[config.mk]
export PLATFORM = sky130hd
export DESIGN_NAME = psw_bank
export DESIGN_NICKNAME = d
export VERILOG_FILES = /design/src/hdl/psw_pkg.sv /design/src/hdl/psw_sync.sv /design/src/hdl/psw_bank.sv
export SDC_FILE = /design/constraint.sdc
export NUM_CORES = 1
export LEC_CHECK = 0
export ABC_AREA = 1
export BUFFER_PORTS_ARGS = -buffer_cell sky130_fd_sc_hd__buf_2
export CORE_MARGIN = 4
export CORE_UTILIZATION = 44
export CTS_CLUSTER_SIZE = 24
export DETAILED_ROUTE_END_ITERATION = 12
export HOLD_SLACK_MARGIN = 0.05
export PLACE_DENSITY = 0.77
export SYNTH_ARGS = -nofsm -noshare
export SYNTH_HDL_FRONTEND = slang
export SYNTH_SLANG_ARGS = --single-unit
export TNS_END_PERCENT = 10
[constraint.sdc]
create_clock -name clk -period 0.8 [get_ports clk]
set_clock_uncertainty 0.05 [all_clocks]
set_input_delay 0.04 -clock clk [delete_from_list [all_inputs] [get_ports clk]]
set_output_delay 0.04 -clock clk [all_outputs]
set_load 0.03 [all_outputs]
[src/hdl/psw_pkg.sv]
/*
  psw_pkg: constants and carrier types for the pump status word bank.
  assumes: a modbus rtu front end that decodes function 0x04 and a 16-bit register address.
*/
package psw_pkg;
  // ----------------------------------------------------------------
  // register addresses and function code
  // ----------------------------------------------------------------
  localparam logic [15:0] PSW_ADDR_SYS = 16'h0103;
  localparam logic [15:0] PSW_ADDR_IN = 16'h0114;
  localparam logic [15:0] PSW_ADDR_OUT = 16'h0115;
  localparam logic [7:0] PSW_FC_READ_INPUT = 8'h04;
  localparam logic [7:0] PSW_EXC_ILLEGAL_FUNC = 8'h01;
  localparam logic [7:0] PSW_EXC_ILLEGAL_ADDR = 8'h02;
  // ----------------------------------------------------------------
  // system status bit positions
  // ----------------------------------------------------------------
  localparam int PSW_SYS_OVERTEMP = 6;
  localparam int PSW_SYS_STALL = 7;
  localparam int PSW_SYS_BURST = 9;
  localparam int PSW_SYS_LOW_SP = 10;
  localparam int PSW_SYS_HIGH_SP = 11;
  localparam int PSW_SYS_LEVEL = 12;
  localparam logic [15:0] PSW_WORD_RESET = 16'h0000;
  localparam int PSW_NUM_GPO = 4;

  typedef struct packed {
    logic level_alert;
    logic high_sp_range;
    logic low_sp_range;
    logic tube_burst;
    logic motor_stall;
    logic over_temp;
  } psw_faults_t;

  // remote inputs, active low at the pin (pulled to 0v)
  typedef struct packed {
    logic direction_n;
    logic spill_n;
    logic source_empty_n;
    logic dest_full_n;
    logic start_n;
    logic stop_n;
    logic remote_sel_n;
  } psw_pins_t;

  typedef struct packed {
    logic valid;
    logic [7:0] func;
    logic [15:0] addr;
  } psw_req_t;

  typedef struct packed {
    logic valid;
    logic exc;
    logic [7:0] code;
    logic [15:0] data;
  } psw_rsp_t;
endpackage : psw_pkg

[src/hdl/psw_sync.sv]
/*
  psw_sync: three-stage synchroniser with agreement filter for a bus of pins.
  assumes: inputs asynchronous to clk; output changes once stages two and three agree.
*/
`timescale 1ns/100ps
module psw_sync import psw_pkg::*; #(
  parameter int WIDTH = 7,
  parameter logic [WIDTH-1:0] INIT = '1
) (
  // clock and reset
  input wire logic clk,
  input wire logic rstn,
  // pins and filtered level
  input wire logic [WIDTH-1:0] din,
  output logic [WIDTH-1:0] dout
);
  logic [WIDTH-1:0] s1_reg, s2_reg, s3_reg, out_reg;
  wire logic [WIDTH-1:0] agree = ~(s2_reg ^ s3_reg);
  wire logic [WIDTH-1:0] out_next = (s2_reg & agree) | (out_reg & ~agree);

  if (WIDTH < 1) begin : width_check
    $error("psw_sync width must be positive");
  end

  always_ff @(posedge clk) begin
    if (!rstn) begin
      s1_reg <= INIT;
      s2_reg <= INIT;
      s3_reg <= INIT;
      out_reg <= INIT;
    end else begin
      s1_reg <= din;
      s2_reg <= s1_reg;
      s3_reg <= s2_reg;
      out_reg <= out_next;
    end
  end

  assign dout = out_reg;
endmodule : psw_sync

[src/hdl/psw_bank.sv]
/*
  psw_bank: read-only status word bank (system, input pin, output pin words).
  assumes: a modbus rtu framer hands over one decoded read request per pulse and
  accepts the single-word answer the cycle after; fault and gpo levels come from
  pump logic on clk; remote pins are raw and asynchronous.
*/
// Operation
// (RL1) bit 6 mirrors over-temperature condition
// (RL2) bit 7 mirrors motor stall
// (RL3) bit 9 mirrors tube burst detection
// (RL4) bit 10 low set point out of range
// (RL5) bit 11 high range, bit 12 level
// (RL6) pin words at 0x0114, 0x0115, read-only
// (RL7) pin at 0v reads as 1
// (RL8) inactive output 0, active output 1
// (RL9) function 0x04 returns one 16-bit word
// (RL10) input bit 0 remote control selection
// (RL11) input bit 1 stop, bit 2 start
// (RL12) input bit 3 full, bit 4 empty
// (RL13) bit 5 spill, bit 6 direction
// (RL14) output bits 0-3 mirror gpo designations
// (RL15) unused status bits always read zero
// (RL16) system status word read-only at 0x0103
`timescale 1ns/100ps
module psw_bank import psw_pkg::*; #(
  parameter int NUM_GPO = PSW_NUM_GPO
) (
  // clock and reset
  input wire logic clk,
  input wire logic rstn,
  // pump state, same clock
  input wire psw_faults_t faults,
  input wire logic [NUM_GPO-1:0] gpo_active,
  // remote connector pins, active low
  input wire psw_pins_t pins,
  // register request and answer from the framer
  input wire psw_req_t req,
  output psw_rsp_t rsp
);
  // ----------------------------------------------------------------
  // parameter checks
  // ----------------------------------------------------------------
  // the top bit of the output word must stay unused, so 15 outputs is the most served
  if (NUM_GPO < 1 || NUM_GPO > 15) begin : gpo_count_check
    $error("psw_bank gpo count out of range");
  end

  // ----------------------------------------------------------------
  // pin conditioning
  // ----------------------------------------------------------------
  logic [6:0] pins_sync;
  psw_sync #(.WIDTH(7), .INIT(7'h7f)) psw_sync_inst (
    .clk(clk),
    .rstn(rstn),
    .din(pins),
    .dout(pins_sync)
  );
  // pulled-low pin is active; inversion makes a released pin read 0
  wire logic [6:0] pins_active = ~pins_sync; // see RL7

  // ----------------------------------------------------------------
  // word assembly
  // ----------------------------------------------------------------
  logic [15:0] sys_reg, in_reg, out_reg;
  logic [15:0] sys_next, in_next, out_next;

  // bits 0 to 4 belong to pump logic outside this bank and read zero here
  always_comb begin
    sys_next = PSW_WORD_RESET; // see RL15
    sys_next[PSW_SYS_OVERTEMP] = faults.over_temp; // see RL1
    sys_next[PSW_SYS_STALL] = faults.motor_stall; // see RL2
    sys_next[PSW_SYS_BURST] = faults.tube_burst; // see RL3
    sys_next[PSW_SYS_LOW_SP] = faults.low_sp_range; // see RL4
    sys_next[PSW_SYS_HIGH_SP] = faults.high_sp_range; // see RL5
    sys_next[PSW_SYS_LEVEL] = faults.level_alert; // see RL5
  end

  // bit order follows the struct: remote_sel in bit 0 up to direction in bit 6
  assign in_next = {9'h000, pins_active}; // see RL10 // see RL11 // see RL12 // see RL13 // see RL15
  assign out_next = {{(16-NUM_GPO){1'b0}}, gpo_active}; // see RL8 // see RL14 // see RL15

  // one short register per word, so a read always sees one settled copy
  always_ff @(posedge clk) begin
    if (!rstn) begin
      sys_reg <= PSW_WORD_RESET;
    end else begin
      sys_reg <= sys_next;
    end
  end

  always_ff @(posedge clk) begin
    if (!rstn) begin
      in_reg <= PSW_WORD_RESET;
    end else begin
      in_reg <= in_next;
    end
  end

  always_ff @(posedge clk) begin
    if (!rstn) begin
      out_reg <= PSW_WORD_RESET;
    end else begin
      out_reg <= out_next;
    end
  end

  // ----------------------------------------------------------------
  // request decode
  // ----------------------------------------------------------------
  // only reads exist; there is no write path so the words cannot be altered
  // exact match only: neighbouring addresses are refused, never aliased
  function automatic logic addr_is(input logic [15:0] addr, input logic [15:0] target);
    return addr == target;
  endfunction : addr_is

  wire logic fc_ok = (req.func == PSW_FC_READ_INPUT); // see RL9
  wire logic hit_sys = addr_is(req.addr, PSW_ADDR_SYS); // see RL16
  wire logic hit_in = addr_is(req.addr, PSW_ADDR_IN); // see RL6
  wire logic hit_out = addr_is(req.addr, PSW_ADDR_OUT); // see RL6
  wire logic addr_ok = hit_sys | hit_in | hit_out;
  wire logic [15:0] sel_word = hit_sys ? sys_reg : hit_in ? in_reg : hit_out ? out_reg : PSW_WORD_RESET;

  psw_rsp_t rsp_reg, rsp_next;

  // ----------------------------------------------------------------
  // answer building
  // ----------------------------------------------------------------
  // refusals carry no data, so a master that ignores the exception flag reads zero
  function automatic psw_rsp_t refusal(input logic [7:0] code);
    psw_rsp_t r;
    r = '0;
    r.valid = 1'b1;
    r.exc = 1'b1;
    r.code = code;
    return r;
  endfunction : refusal

  function automatic psw_rsp_t answer(input logic [15:0] word);
    psw_rsp_t r;
    r = '0;
    r.valid = 1'b1;
    r.code = PSW_FC_READ_INPUT; // see RL9
    r.data = word; // see RL9
    return r;
  endfunction : answer

  always_comb begin
    rsp_next = '0;
    if (req.valid) begin
      if (!fc_ok) begin
        rsp_next = refusal(PSW_EXC_ILLEGAL_FUNC); // see RL9
      end else if (!addr_ok) begin
        rsp_next = refusal(PSW_EXC_ILLEGAL_ADDR); // see RL6
      end else begin
        rsp_next = answer(sel_word);
      end
    end
  end

  // the answer stands for exactly one cycle, then the idle value returns
  always_ff @(posedge clk) begin
    if (!rstn) begin
      rsp_reg <= '0;
    end else begin
      rsp_reg <= rsp_next;
    end
  end

  assign rsp = rsp_reg;
endmodule : psw_bank

==> flow_summary.json, run 1 <==
{
  "status": "finished, violations left",
  "violations_in_the_final_reports": "setup timing",
  "ir_drop_mv": 1.64,
  "grt_start_max_net_pins": 14,
  "setup_viol": 27,
  "design.die.area_mm2": 0.00598,
  "period_minus_ws_final_ns": 0.881,
  "tritoncts": "built",
  "fin_cells": 385,
  "r2r_start": "psw_sync_inst.s2_reg[1]",
  "drive_above_1_share_pct": 44.7,
  "portBuffers": 60,
  "routed_via_density": 4.35,
  "cp_data_arrival_time_ns": 0.79,
  "slowest_delay_ns": 0.34,
  "totalWireLength_um": 4310,
  "ant_nets": 0,
  "worst_setup_hold_path_clk_slew_ns": 0.07,
  "max_freq_ghz": 1.14,
  "synth_cells": 236,
  "synth.lib_cells_used.distinct": 23,
  "final_worst_path_cycle_share_pct": 110,
  "max-cap-violations": 0,
  "worstSetupStartpointType": "flop",
  "ys_seq_elements": 62,
  "grt_usage_pct": 15.5,
  "gr-total-overflow": 0,
  "cts-root-buf": "sky130_fd_sc_hd__clkbuf_8",
  "syn_area_per_cell_um2": 8.97,
  "design_power_total_mw": 6.02,
  "dp_hpwl_um": 2770,
  "critical_path_buf_inv_count": 1,
  "worst_setup_path_end_kind": "output pin",
  "core.rowCount": 24,
  "cellPowerDensity_mw_per_mm2": 1970,
  "timing.critical_path.max_delay_family": "flip-flops",
  "dp_slack_ns": -0.379,
  "detail_route.first_pass.iterations": 4,
  "ys.warnings.count": 0,
  "final_core_utilization_pct": 67.9,
  "via_count": 1675,
  "synthToLayoutAreaGrowth_pct": 44.6,
  "grt_setup_unrepaired": "true",
  "timing_max_transition_violations_final": 0,
  "critical_path.max_fanout": 1,
  "cells_along_the_critical_path": "buf_6",
  "clock_tree.buffer_depth": 2,
  "initial_antenna_violation_count": 0,
  "core_region_area_mm2": 0.00450,
  "synth_area_leaders": "sky130_fd_sc_hd__dfxtp_1 59%, sky130_fd_sc_hd__nor2_1 7.8%, sky130_fd_sc_hd__or2_2 5.3%",
  "worstHoldPathType": "in2reg",
  "globalplace.congestion": 0.749,
  "antenna-diode-count": 0,
  "syn-cell-area_mm2": 0.00212,
  "nets": 373,
  "initial_core_utilization_pct": 47.0,
  "worst-setup-path-type": "reg2out",
  "worst-endpoint-required_ns": 0.71,
  "clock_insertion_delay_worst_skew_ns": 0.32,
  "sequential_area_share_after_synthesis_pct": 58.7,
  "cts_sinks": 62,
  "final_hold_viol_count": 0,
  "place.detailed.instances": 351,
  "floorplan.io_pins": 70,
  "wire_per_inst_um": 11.2,
  "cts_inserted_buffers": 9,
  "worstSetupStartpoint": "rsp[10]",
  "htree_levels": 3,
  "p_leak_nw": 1.46,
  "setup.reg_to_reg.worst_slack_ns": -0.04,
  "grt_pass1_vias": 1715,
  "synth_largest_type_area_fraction_pct": 58.7,
  "finalWorstSetupSlack_ns": -0.0808,
  "critPathCapture": "rsp[10]",
  "post-synth-top-area-cell": "sky130_fd_sc_hd__dfxtp_1",
  "drc": 0,
  "cts_hold_repair.buffers": 19,
  "grt_first_pass_wirelength_um": 7320,
  "timing.reg2reg.worst_path_depth": 3,
  "dr.first_iter.drc_count": 51,
  "cp_slowest_cell": "sky130_fd_sc_hd__dfxtp_2",
  "worstSetupPathDepth": 1,
  "die_h_um": 77.3,
  "dieWidth_um": 77.3
}
==> routing by layer <==
layer  up-vias  track usage, %  part of all wire (%)
li1        878               -                     -
met1       743            16.9                    40
met2        40            26.5                    52
met3        14            4.28                   4.2
met4         0            9.96                   3.5
met5         -               0                     0
==> Yosys cell counts <==
| master | instances |
|---|---|
| sky130_fd_sc_hd__dfxtp_1 | 62 |
| sky130_fd_sc_hd__nor2_1 | 44 |
| sky130_fd_sc_hd__nand2_1 | 28 |
| sky130_fd_sc_hd__inv_1 | 25 |
| sky130_fd_sc_hd__or2_2 | 18 |
| sky130_fd_sc_hd__buf_4 | 9 |
| sky130_fd_sc_hd__a21oi_1 | 8 |
| sky130_fd_sc_hd__nor2_2 | 7 |
| sky130_fd_sc_hd__nor3_1 | 6 |
| sky130_fd_sc_hd__nor3b_1 | 5 |
| sky130_fd_sc_hd__nand2_2 | 4 |
| sky130_fd_sc_hd__nand3_1 | 3 |
| sky130_fd_sc_hd__buf_2 | 2 |
| sky130_fd_sc_hd__clkbuf_1 | 2 |
| sky130_fd_sc_hd__inv_2 | 2 |
| sky130_fd_sc_hd__nand3_4 | 2 |
| sky130_fd_sc_hd__nand3b_1 | 2 |
| sky130_fd_sc_hd__or2_1 | 2 |
| sky130_fd_sc_hd__conb_1 | 1 |
| sky130_fd_sc_hd__nand2_4 | 1 |
| sky130_fd_sc_hd__nor2_4 | 1 |
| sky130_fd_sc_hd__nor2_8 | 1 |
| sky130_fd_sc_hd__o21ai_1 | 1 |
==> cells in the final DEF (no fill, tap or decap) <==
cell type	instances
sky130_fd_sc_hd__buf_2	43
sky130_fd_sc_hd__dlygate4sd3_1	16
sky130_fd_sc_hd__nand2_2	4
sky130_fd_sc_hd__nor3_2	1
sky130_fd_sc_hd__or2_4	5
sky130_fd_sc_hd__nor2_1	40
sky130_fd_sc_hd__dfxtp_2	17
sky130_fd_sc_hd__dlymetal6s4s_1	3
sky130_fd_sc_hd__clkinv_2	3
sky130_fd_sc_hd__nor2_2	10
sky130_fd_sc_hd__nor3b_1	4
sky130_fd_sc_hd__nor3_1	5
sky130_fd_sc_hd__nand3_4	2
sky130_fd_sc_hd__buf_6	18
sky130_fd_sc_hd__nand3_1	3
sky130_fd_sc_hd__a21oi_1	3
sky130_fd_sc_hd__a21oi_2	5
sky130_fd_sc_hd__nor3b_2	1
sky130_fd_sc_hd__nand2_1	27
sky130_fd_sc_hd__inv_1	24
sky130_fd_sc_hd__conb_1	9
sky130_fd_sc_hd__buf_4	7
sky130_fd_sc_hd__clkinvlp_4	1
sky130_fd_sc_hd__or2_2	13
sky130_fd_sc_hd__nor2_4	2
sky130_fd_sc_hd__or2_1	2
sky130_fd_sc_hd__inv_8	1
sky130_fd_sc_hd__nand3b_1	2
sky130_fd_sc_hd__inv_2	2
sky130_fd_sc_hd__dfxtp_1	45
sky130_fd_sc_hd__o21ai_1	1
sky130_fd_sc_hd__clkbuf_8	11
sky130_fd_sc_hd__nand2_4	2
sky130_fd_sc_hd__nor2_8	1
==> per-stage QoR <==
step / hold slack (ns) / instance area, um2 / setup TNS, ns
floorplan: 0.0835 / 2170 / -1.03
global placement: 0.174 / 2510 / -5.34
detailed placement: 0.178 / 2510 / -5.84
CTS: 0.0250 / 3030 / -1.44
global route: 0.0390 / 3060 / -2.70
finish: 0.0238 / 3060 / -1.23
==> final cells by class <==
cell class | count | area (um2)
clock buffers | 11 | 151
clock inverters | 4 | 22.5
fillers | 330 | 1440
inverters | 27 | 109
multi-input cells | 142 | 782
flip-flops and latches | 62 | 1260
well taps | 52 | 65.1
repair buffers | 87 | 668
==> logic make-up after synthesis <==
logic type | count (synthesis) | synth area share, %
simple gates | 124 | 30.2
buf+inv | 40 | 8.81
flops | 62 | 58.7
other cells | 1 | 0.177
compound gates | 9 | 2.13
==> how the worst min path moves through the flow <==
stage,startpoint,to,cells after the start
final,pins[5],psw_sync_inst.s1_reg[5],3
after global routing,pins[6],psw_sync_inst.s1_reg[6],3
after CTS,req[24],rsp[16],4
after detailed placement,pins[0],psw_sync_inst.s1_reg[0],2
after global placement,pins[0],psw_sync_inst.s1_reg[0],2
after floorplan,rstn,sys_reg[9],2
==> power breakdown <==
group | internal, mW | switching (mW) | leakage (nW)
Clock | 1.26 | 1.11 | 0.0910
Sequential | 3.17 | 0.0249 | 0.516
Combinational | 0.237 | 0.231 | 0.852
==> what timing repair did <==
| item | in CTS | in global routing |
|---|---|---|
| setup endpoints to repair | 26 | 40 |
| setup buffers | 0 | 0 |
| gates resized for setup | 60 | 10 |
| hold endpoints to repair | 21 | 4 |
| pin swaps | 8 | 0 |
| cloned | 0 | 0 |
Power figures use the tool's default switching activity.
==> run 2: changes to the inputs <==
--- a/config.mk
+++ b/config.mk
@@ -13,7 +13,8 @@
 export DETAILED_ROUTE_END_ITERATION = 12
 export HOLD_SLACK_MARGIN = 0.05
 export PLACE_DENSITY = 0.77
+export SLEW_MARGIN = 40
 export SYNTH_ARGS = -nofsm -noshare
 export SYNTH_HDL_FRONTEND = slang
 export SYNTH_SLANG_ARGS = --single-unit
-export TNS_END_PERCENT = 10
+export TNS_END_PERCENT = 20
==> flow_summary.json, run 2 (same netlist as run 1, synthesis figures left out) <==
{
  "final_hold_viol_count": 0,
  "nets": 378,
  "grt_pass1_vias": 1683,
  "floorplan.io_pins": 70,
  "violations_in_the_final_reports": "setup timing",
  "cts_sinks": 62,
  "worst-setup-path-type": "reg2out",
  "max_freq_ghz": 1.15,
  "finalWorstSetupSlack_ns": -0.0684,
  "slowest_delay_ns": 0.33,
  "final_worst_path_cycle_share_pct": 109,
  "clock_insertion_delay_worst_skew_ns": 0.32,
  "cts-root-buf": "sky130_fd_sc_hd__clkbuf_8",
  "core.rowCount": 24,
  "dp_slack_ns": -0.369,
  "ir_drop_mv": 1.35,
  "detail_route.first_pass.iterations": 5,
  "antenna-diode-count": 0,
  "setup.reg_to_reg.worst_slack_ns": -0.05,
  "grt_first_pass_wirelength_um": 7470,
  "globalplace.congestion": 0.688,
  "ant_nets": 0,
  "worst-endpoint-required_ns": 0.71,
  "status": "finished, violations left",
  "fillers": 309,
  "dr.first_iter.drc_count": 43,
  "core_region_area_mm2": 0.00450,
  "htree_levels": 3,
  "max-cap-violations": 0,
  "period_minus_ws_final_ns": 0.868,
  "cells_along_the_critical_path": "buf_6",
  "placed_area_mm2": 0.00253,
  "cellPowerDensity_mw_per_mm2": 2040,
  "part_of_the_total_power_dissipated_in_combinational_logic_pct": 8.0,
  "final_core_utilization_pct": 71.6,
  "routed_via_density": 4.42,
  "clockPowerShare_pct": 43.4,
  "critical_path_buf_inv_count": 1,
  "switching_share_pct": 21.3,
  "cp_data_arrival_time_ns": 0.78,
  "via_count": 1725,
  "drc": 0,
  "layout.cells.most_common_list": "44 x sky130_fd_sc_hd__dfxtp_1, 38 x sky130_fd_sc_hd__buf_2, 33 x sky130_fd_sc_hd__nor2_1",
  "timing.critical_path.max_delay_family": "flip-flops",
  "total_switching_power_mw": 1.40,
  "worstHoldPathType": "in2reg",
  "tritoncts": "built",
  "drive_above_1_share_pct": 48.8,
  "p_leak_nw": 1.53,
  "dp_hpwl_um": 2770,
  "setup_viol": 24,
  "finalHoldWorstSlack_ns": 0.0228,
  "portBuffers": 60,
  "cts_inserted_buffers": 9,
  "wire_per_inst_um": 12.0,
  "cts_hold_repair.buffers": 19,
  "cp_slowest_cell": "sky130_fd_sc_hd__dfxtp_2",
  "worst_setup_path_end_kind": "output pin",
  "initial_antenna_violation_count": 0,
  "totalWireLength_um": 4680,
  "grt_setup_unrepaired": "true",
  "worst_setup_hold_path_clk_slew_ns": 0.06,
  "most_frequent_standard_cell_in_the_layout_excluding_fill_and_tap_cells": "sky130_fd_sc_hd__dfxtp_1",
  "dieWidth_um": 77.3,
  "design.die.area_mm2": 0.00598,
  "gr-total-overflow": 0,
  "worstSetupStartpointType": "flop",
  "die_h_um": 77.3,
  "stdcell_area_mm2": 0.00323,
  "critical_path.max_fanout": 1,
  "timing_max_transition_violations_final": 0,
  "power.internal_mw": 5.17,
  "initial_core_utilization_pct": 47.0,
  "seq_power_share_pct": 48.6,
  "grt_start_max_net_pins": 13,
  "grt_usage_pct": 16.0,
  "clock_tree.buffer_depth": 2,
  "synthToLayoutAreaGrowth_pct": 52.5
}
## run 2: cell types whose count changed in the layout (fill, tap and decap cells not counted), moves of 4 or more
cell,before,now
sky130_fd_sc_hd__nand2_1,27,23
sky130_fd_sc_hd__nor2_1,40,33
sky130_fd_sc_hd__buf_2,43,38
sky130_fd_sc_hd__buf_4,7,13
sky130_fd_sc_hd__buf_6,18,22
sky130_fd_sc_hd__nor2_4,2,7
## run 2: path summary, 6_finish.rpt
check	from	end	depth (start not counted)
hold reg to reg	flop	in_reg[6]	1
setup / recovery	rsp[24]	rsp[24]	1
hold / removal	pins[1]	psw_sync_inst.s1_reg[1]	3
setup reg to reg	psw_sync_inst.s2_reg[0]	flop	3
## run 2: cell type report
cell class	count	area [um2]	share of cell area, %
Sequential cell	62	1260	39.2
Multi-Input combinational cell	142	846	26.2
Timing Repair Buffer	92	738	22.9
Clock buffer	11	131	4.07
Inverter	27	109	3.37
Clock inverter	4	72.6	2.25
Tap cell	52	65.1	2.02
## run 2: power by group through the flow
| stage | registers (mW) | logic (mW) | clock network [mW] |
|---|---|---|---|
| 6_report | 3.19 | 0.526 | 2.85 |
| 5_1_grt | 3.20 | 0.573 | 3.04 |
| 4_1_cts | 3.19 | 0.467 | 2.89 |
| 3_5_place_dp | 3.25 | 0.377 | 0 |
| 3_3_place_gp | 3.25 | 0.367 | 0 |
| 2_1_floorplan | 3.27 | 0.228 | 0 |
## run 2: metrics by stage
stage / instances / setup TNS [ns] / total power [mW]
after floorplan: 244 / -1.03 / 3.49
after global placement: 354 / -5.36 / 3.62
after detailed placement: 354 / -5.96 / 3.63
after CTS: 388 / -1.43 / 6.55
after global routing: 390 / -2.32 / 6.81
final: 390 / -1.11 / 6.57
## run 2: layer usage
layer | share of wire, % | global-route usage [%] | wire (um) | vias to the layer above
met5 | 0 | 0 | 0 | -
met4 | 2.4 | 7.47 | 112 | 0
met3 | 5.0 | 6.13 | 234 | 9
met2 | 55 | 28.4 | 2570 | 49
met1 | 38 | 16.7 | 1760 | 772
li1 | - | - | - | 895
## run 2: what timing repair did
| item | CTS | global route |
|---|---|---|
| hold endpoints to repair | 21 | 6 |
| resized for setup | 60 | 37 |
| setup buffers | 0 | 2 |
| endpoints found under the setup margin | 29 | 40 |
| pin swaps | 7 | 18 |
| gates cloned | 0 | 0 |
==> run 3: changes to the inputs <==
--- a/config.mk
+++ b/config.mk
@@ -13,6 +13,7 @@
 export DETAILED_ROUTE_END_ITERATION = 12
 export HOLD_SLACK_MARGIN = 0.05
 export PLACE_DENSITY = 0.77
+export RECOVER_POWER = 25
 export SLEW_MARGIN = 40
 export SYNTH_ARGS = -nofsm -noshare
 export SYNTH_HDL_FRONTEND = slang
==> flow_summary.json, run 3 (same netlist as run 1, synthesis figures left out) <==
{
  "status": "finished, violations left",
  "violations_in_the_final_reports": "setup timing",
  "clockPowerShare_pct": 43.4,
  "worstSetupStartpointType": "flop",
  "gr-total-overflow": 0,
  "timing.reg2reg.worst_path_depth": 3,
  "layout.cells.most_common_list": "44 x sky130_fd_sc_hd__dfxtp_1, 37 x sky130_fd_sc_hd__buf_2, 34 x sky130_fd_sc_hd__nor2_1",
  "clock_tree.buffer_depth": 2,
  "routed_via_density": 4.42,
  "core_region_area_mm2": 0.00450,
  "worst-setup-path-type": "reg2out",
  "htree_levels": 3,
  "cts_hold_repair.buffers": 19,
  "initial_antenna_violation_count": 0,
  "fin_setup_tns_ns": -1.12,
  "power.internal_mw": 5.17,
  "grt_setup_unrepaired": "true",
  "seq_power_share_pct": 48.7,
  "dr.first_iter.drc_count": 59,
  "worst_setup_path_end_kind": "output pin",
  "timing_max_transition_violations_final": 0,
  "grt_first_pass_wirelength_um": 7470,
  "grt_usage_pct": 16.0,
  "cp_data_arrival_time_ns": 0.78,
  "grt_start_max_net_pins": 13,
  "initial_core_utilization_pct": 47.0,
  "total_switching_power_mw": 1.39,
  "whs_path_depth": 3,
  "drc": 0,
  "clock_insertion_delay_worst_skew_ns": 0.32,
  "worst-endpoint-required_ns": 0.71,
  "cts-root-buf": "sky130_fd_sc_hd__clkbuf_8",
  "most_frequent_standard_cell_in_the_layout_excluding_fill_and_tap_cells": "sky130_fd_sc_hd__dfxtp_1",
  "worstHoldPathType": "in2reg",
  "design.die.area_mm2": 0.00598,
  "dieWidth_um": 77.3,
  "setup_viol": 25,
  "tritoncts": "built",
  "detail_route.first_pass.iterations": 4,
  "worst_setup_hold_path_clk_slew_ns": 0.06,
  "via_count": 1724,
  "stdcell_area_mm2": 0.00322,
  "timing.critical_path.max_delay_family": "flip-flops",
  "drive_above_1_share_pct": 47.9,
  "floorplan.io_pins": 70,
  "critical_path.max_fanout": 1,
  "cp_slowest_cell": "sky130_fd_sc_hd__dfxtp_2",
  "globalplace.congestion": 0.688,
  "grt_pass1_vias": 1683,
  "r2r_start": "psw_sync_inst.s2_reg[0]",
  "placed_area_mm2": 0.00253,
  "max_freq_ghz": 1.15,
  "max-cap-violations": 0,
  "slowest_delay_ns": 0.33,
  "final_worst_path_cycle_share_pct": 108,
  "part_of_the_total_power_dissipated_in_combinational_logic_pct": 7.9,
  "min-delay-start": "pins[1]",
  "portBuffers": 60,
  "core.rowCount": 24,
  "setup.reg_to_reg.worst_slack_ns": -0.05,
  "finalWorstSetupSlack_ns": -0.0676,
  "switching_share_pct": 21.2,
  "period_minus_ws_final_ns": 0.868,
  "critical_path_buf_inv_count": 1,
  "dp_hpwl_um": 2770,
  "cts_inserted_buffers": 9,
  "antenna-diode-count": 0,
  "nets": 378,
  "p_leak_nw": 1.53,
  "ir_drop_mv": 1.35,
  "ant_nets": 0,
  "synthToLayoutAreaGrowth_pct": 52.0,
  "wire_per_inst_um": 12.0,
  "totalWireLength_um": 4680,
  "worst_hold_path.endpoint": "psw_sync_inst.s1_reg[1]",
  "cts_sinks": 62,
  "final_hold_viol_count": 0,
  "cells_along_the_critical_path": "buf_6",
  "design_power_total_mw": 6.56,
  "die_h_um": 77.3,
  "cellPowerDensity_mw_per_mm2": 2040,
  "fillers": 313
}
==> run 3: area by class of cell <==
class	count	area, um2	area share (%)
Sequential cell	62	1260	39.3
Multi-Input combinational cell	142	843	26.2
Timing Repair Buffer	92	732	22.8
Clock buffer	11	131	4.08
Inverter	27	109	3.38
Clock inverter	4	72.6	2.26
Tap cell	52	65.1	2.02
==> run 3: routing by layer <==
layer	track usage, %	part of all wire [%]
met5	0	0
met4	7.47	2.4
met3	6.13	5.1
met2	28.4	55
met1	16.7	38
==> run 3: stage by stage <==
step	setup slack, ns	instances	util [%]	hold WS [ns]
2_1_floorplan	-0.110	244	-	0.0835
3_3_place_gp	-0.320	354	56.2	0.175
3_5_place_dp	-0.369	354	56.2	0.178
4_1_cts	-0.0790	388	68.4	0.0101
5_1_grt	-0.111	390	71.4	0.0269
6_report	-0.0676	390	71.4	0.0230
==> run 3: worst max path at each step <==
stage / from / endpoint / slack, ns / depth (start not counted)
floorplan: req[8] / rsp[0] / -0.11 / 8
global placement: req[8] / rsp[0] / -0.32 / 9
detailed placement: req[8] / rsp[0] / -0.37 / 9
CTS: rsp[16] / rsp[16] / -0.08 / 1
global route: rsp[7] / rsp[7] / -0.11 / 1
finish: rsp[24] / rsp[24] / -0.07 / 1
==> run 3: timing repair <==
action | in CTS | in global routing
pin swaps | 7 | 18
hold endpoints to repair | 21 | 6
setup buffers | 0 | 2
endpoints found under the setup margin | 29 | 40
cloned | 0 | 0
resized for setup | 60 | 37
==> run 3: power groups by stage <==
stage | Sequential [mW] | Clock (mW) | Combinational (mW)
final | 3.19 | 2.84 | 0.521
after global routing | 3.20 | 3.04 | 0.568
after CTS | 3.19 | 2.89 | 0.467
after detailed placement | 3.25 | 0 | 0.377
after global placement | 3.25 | 0 | 0.367
after floorplan | 3.27 | 0 | 0.228
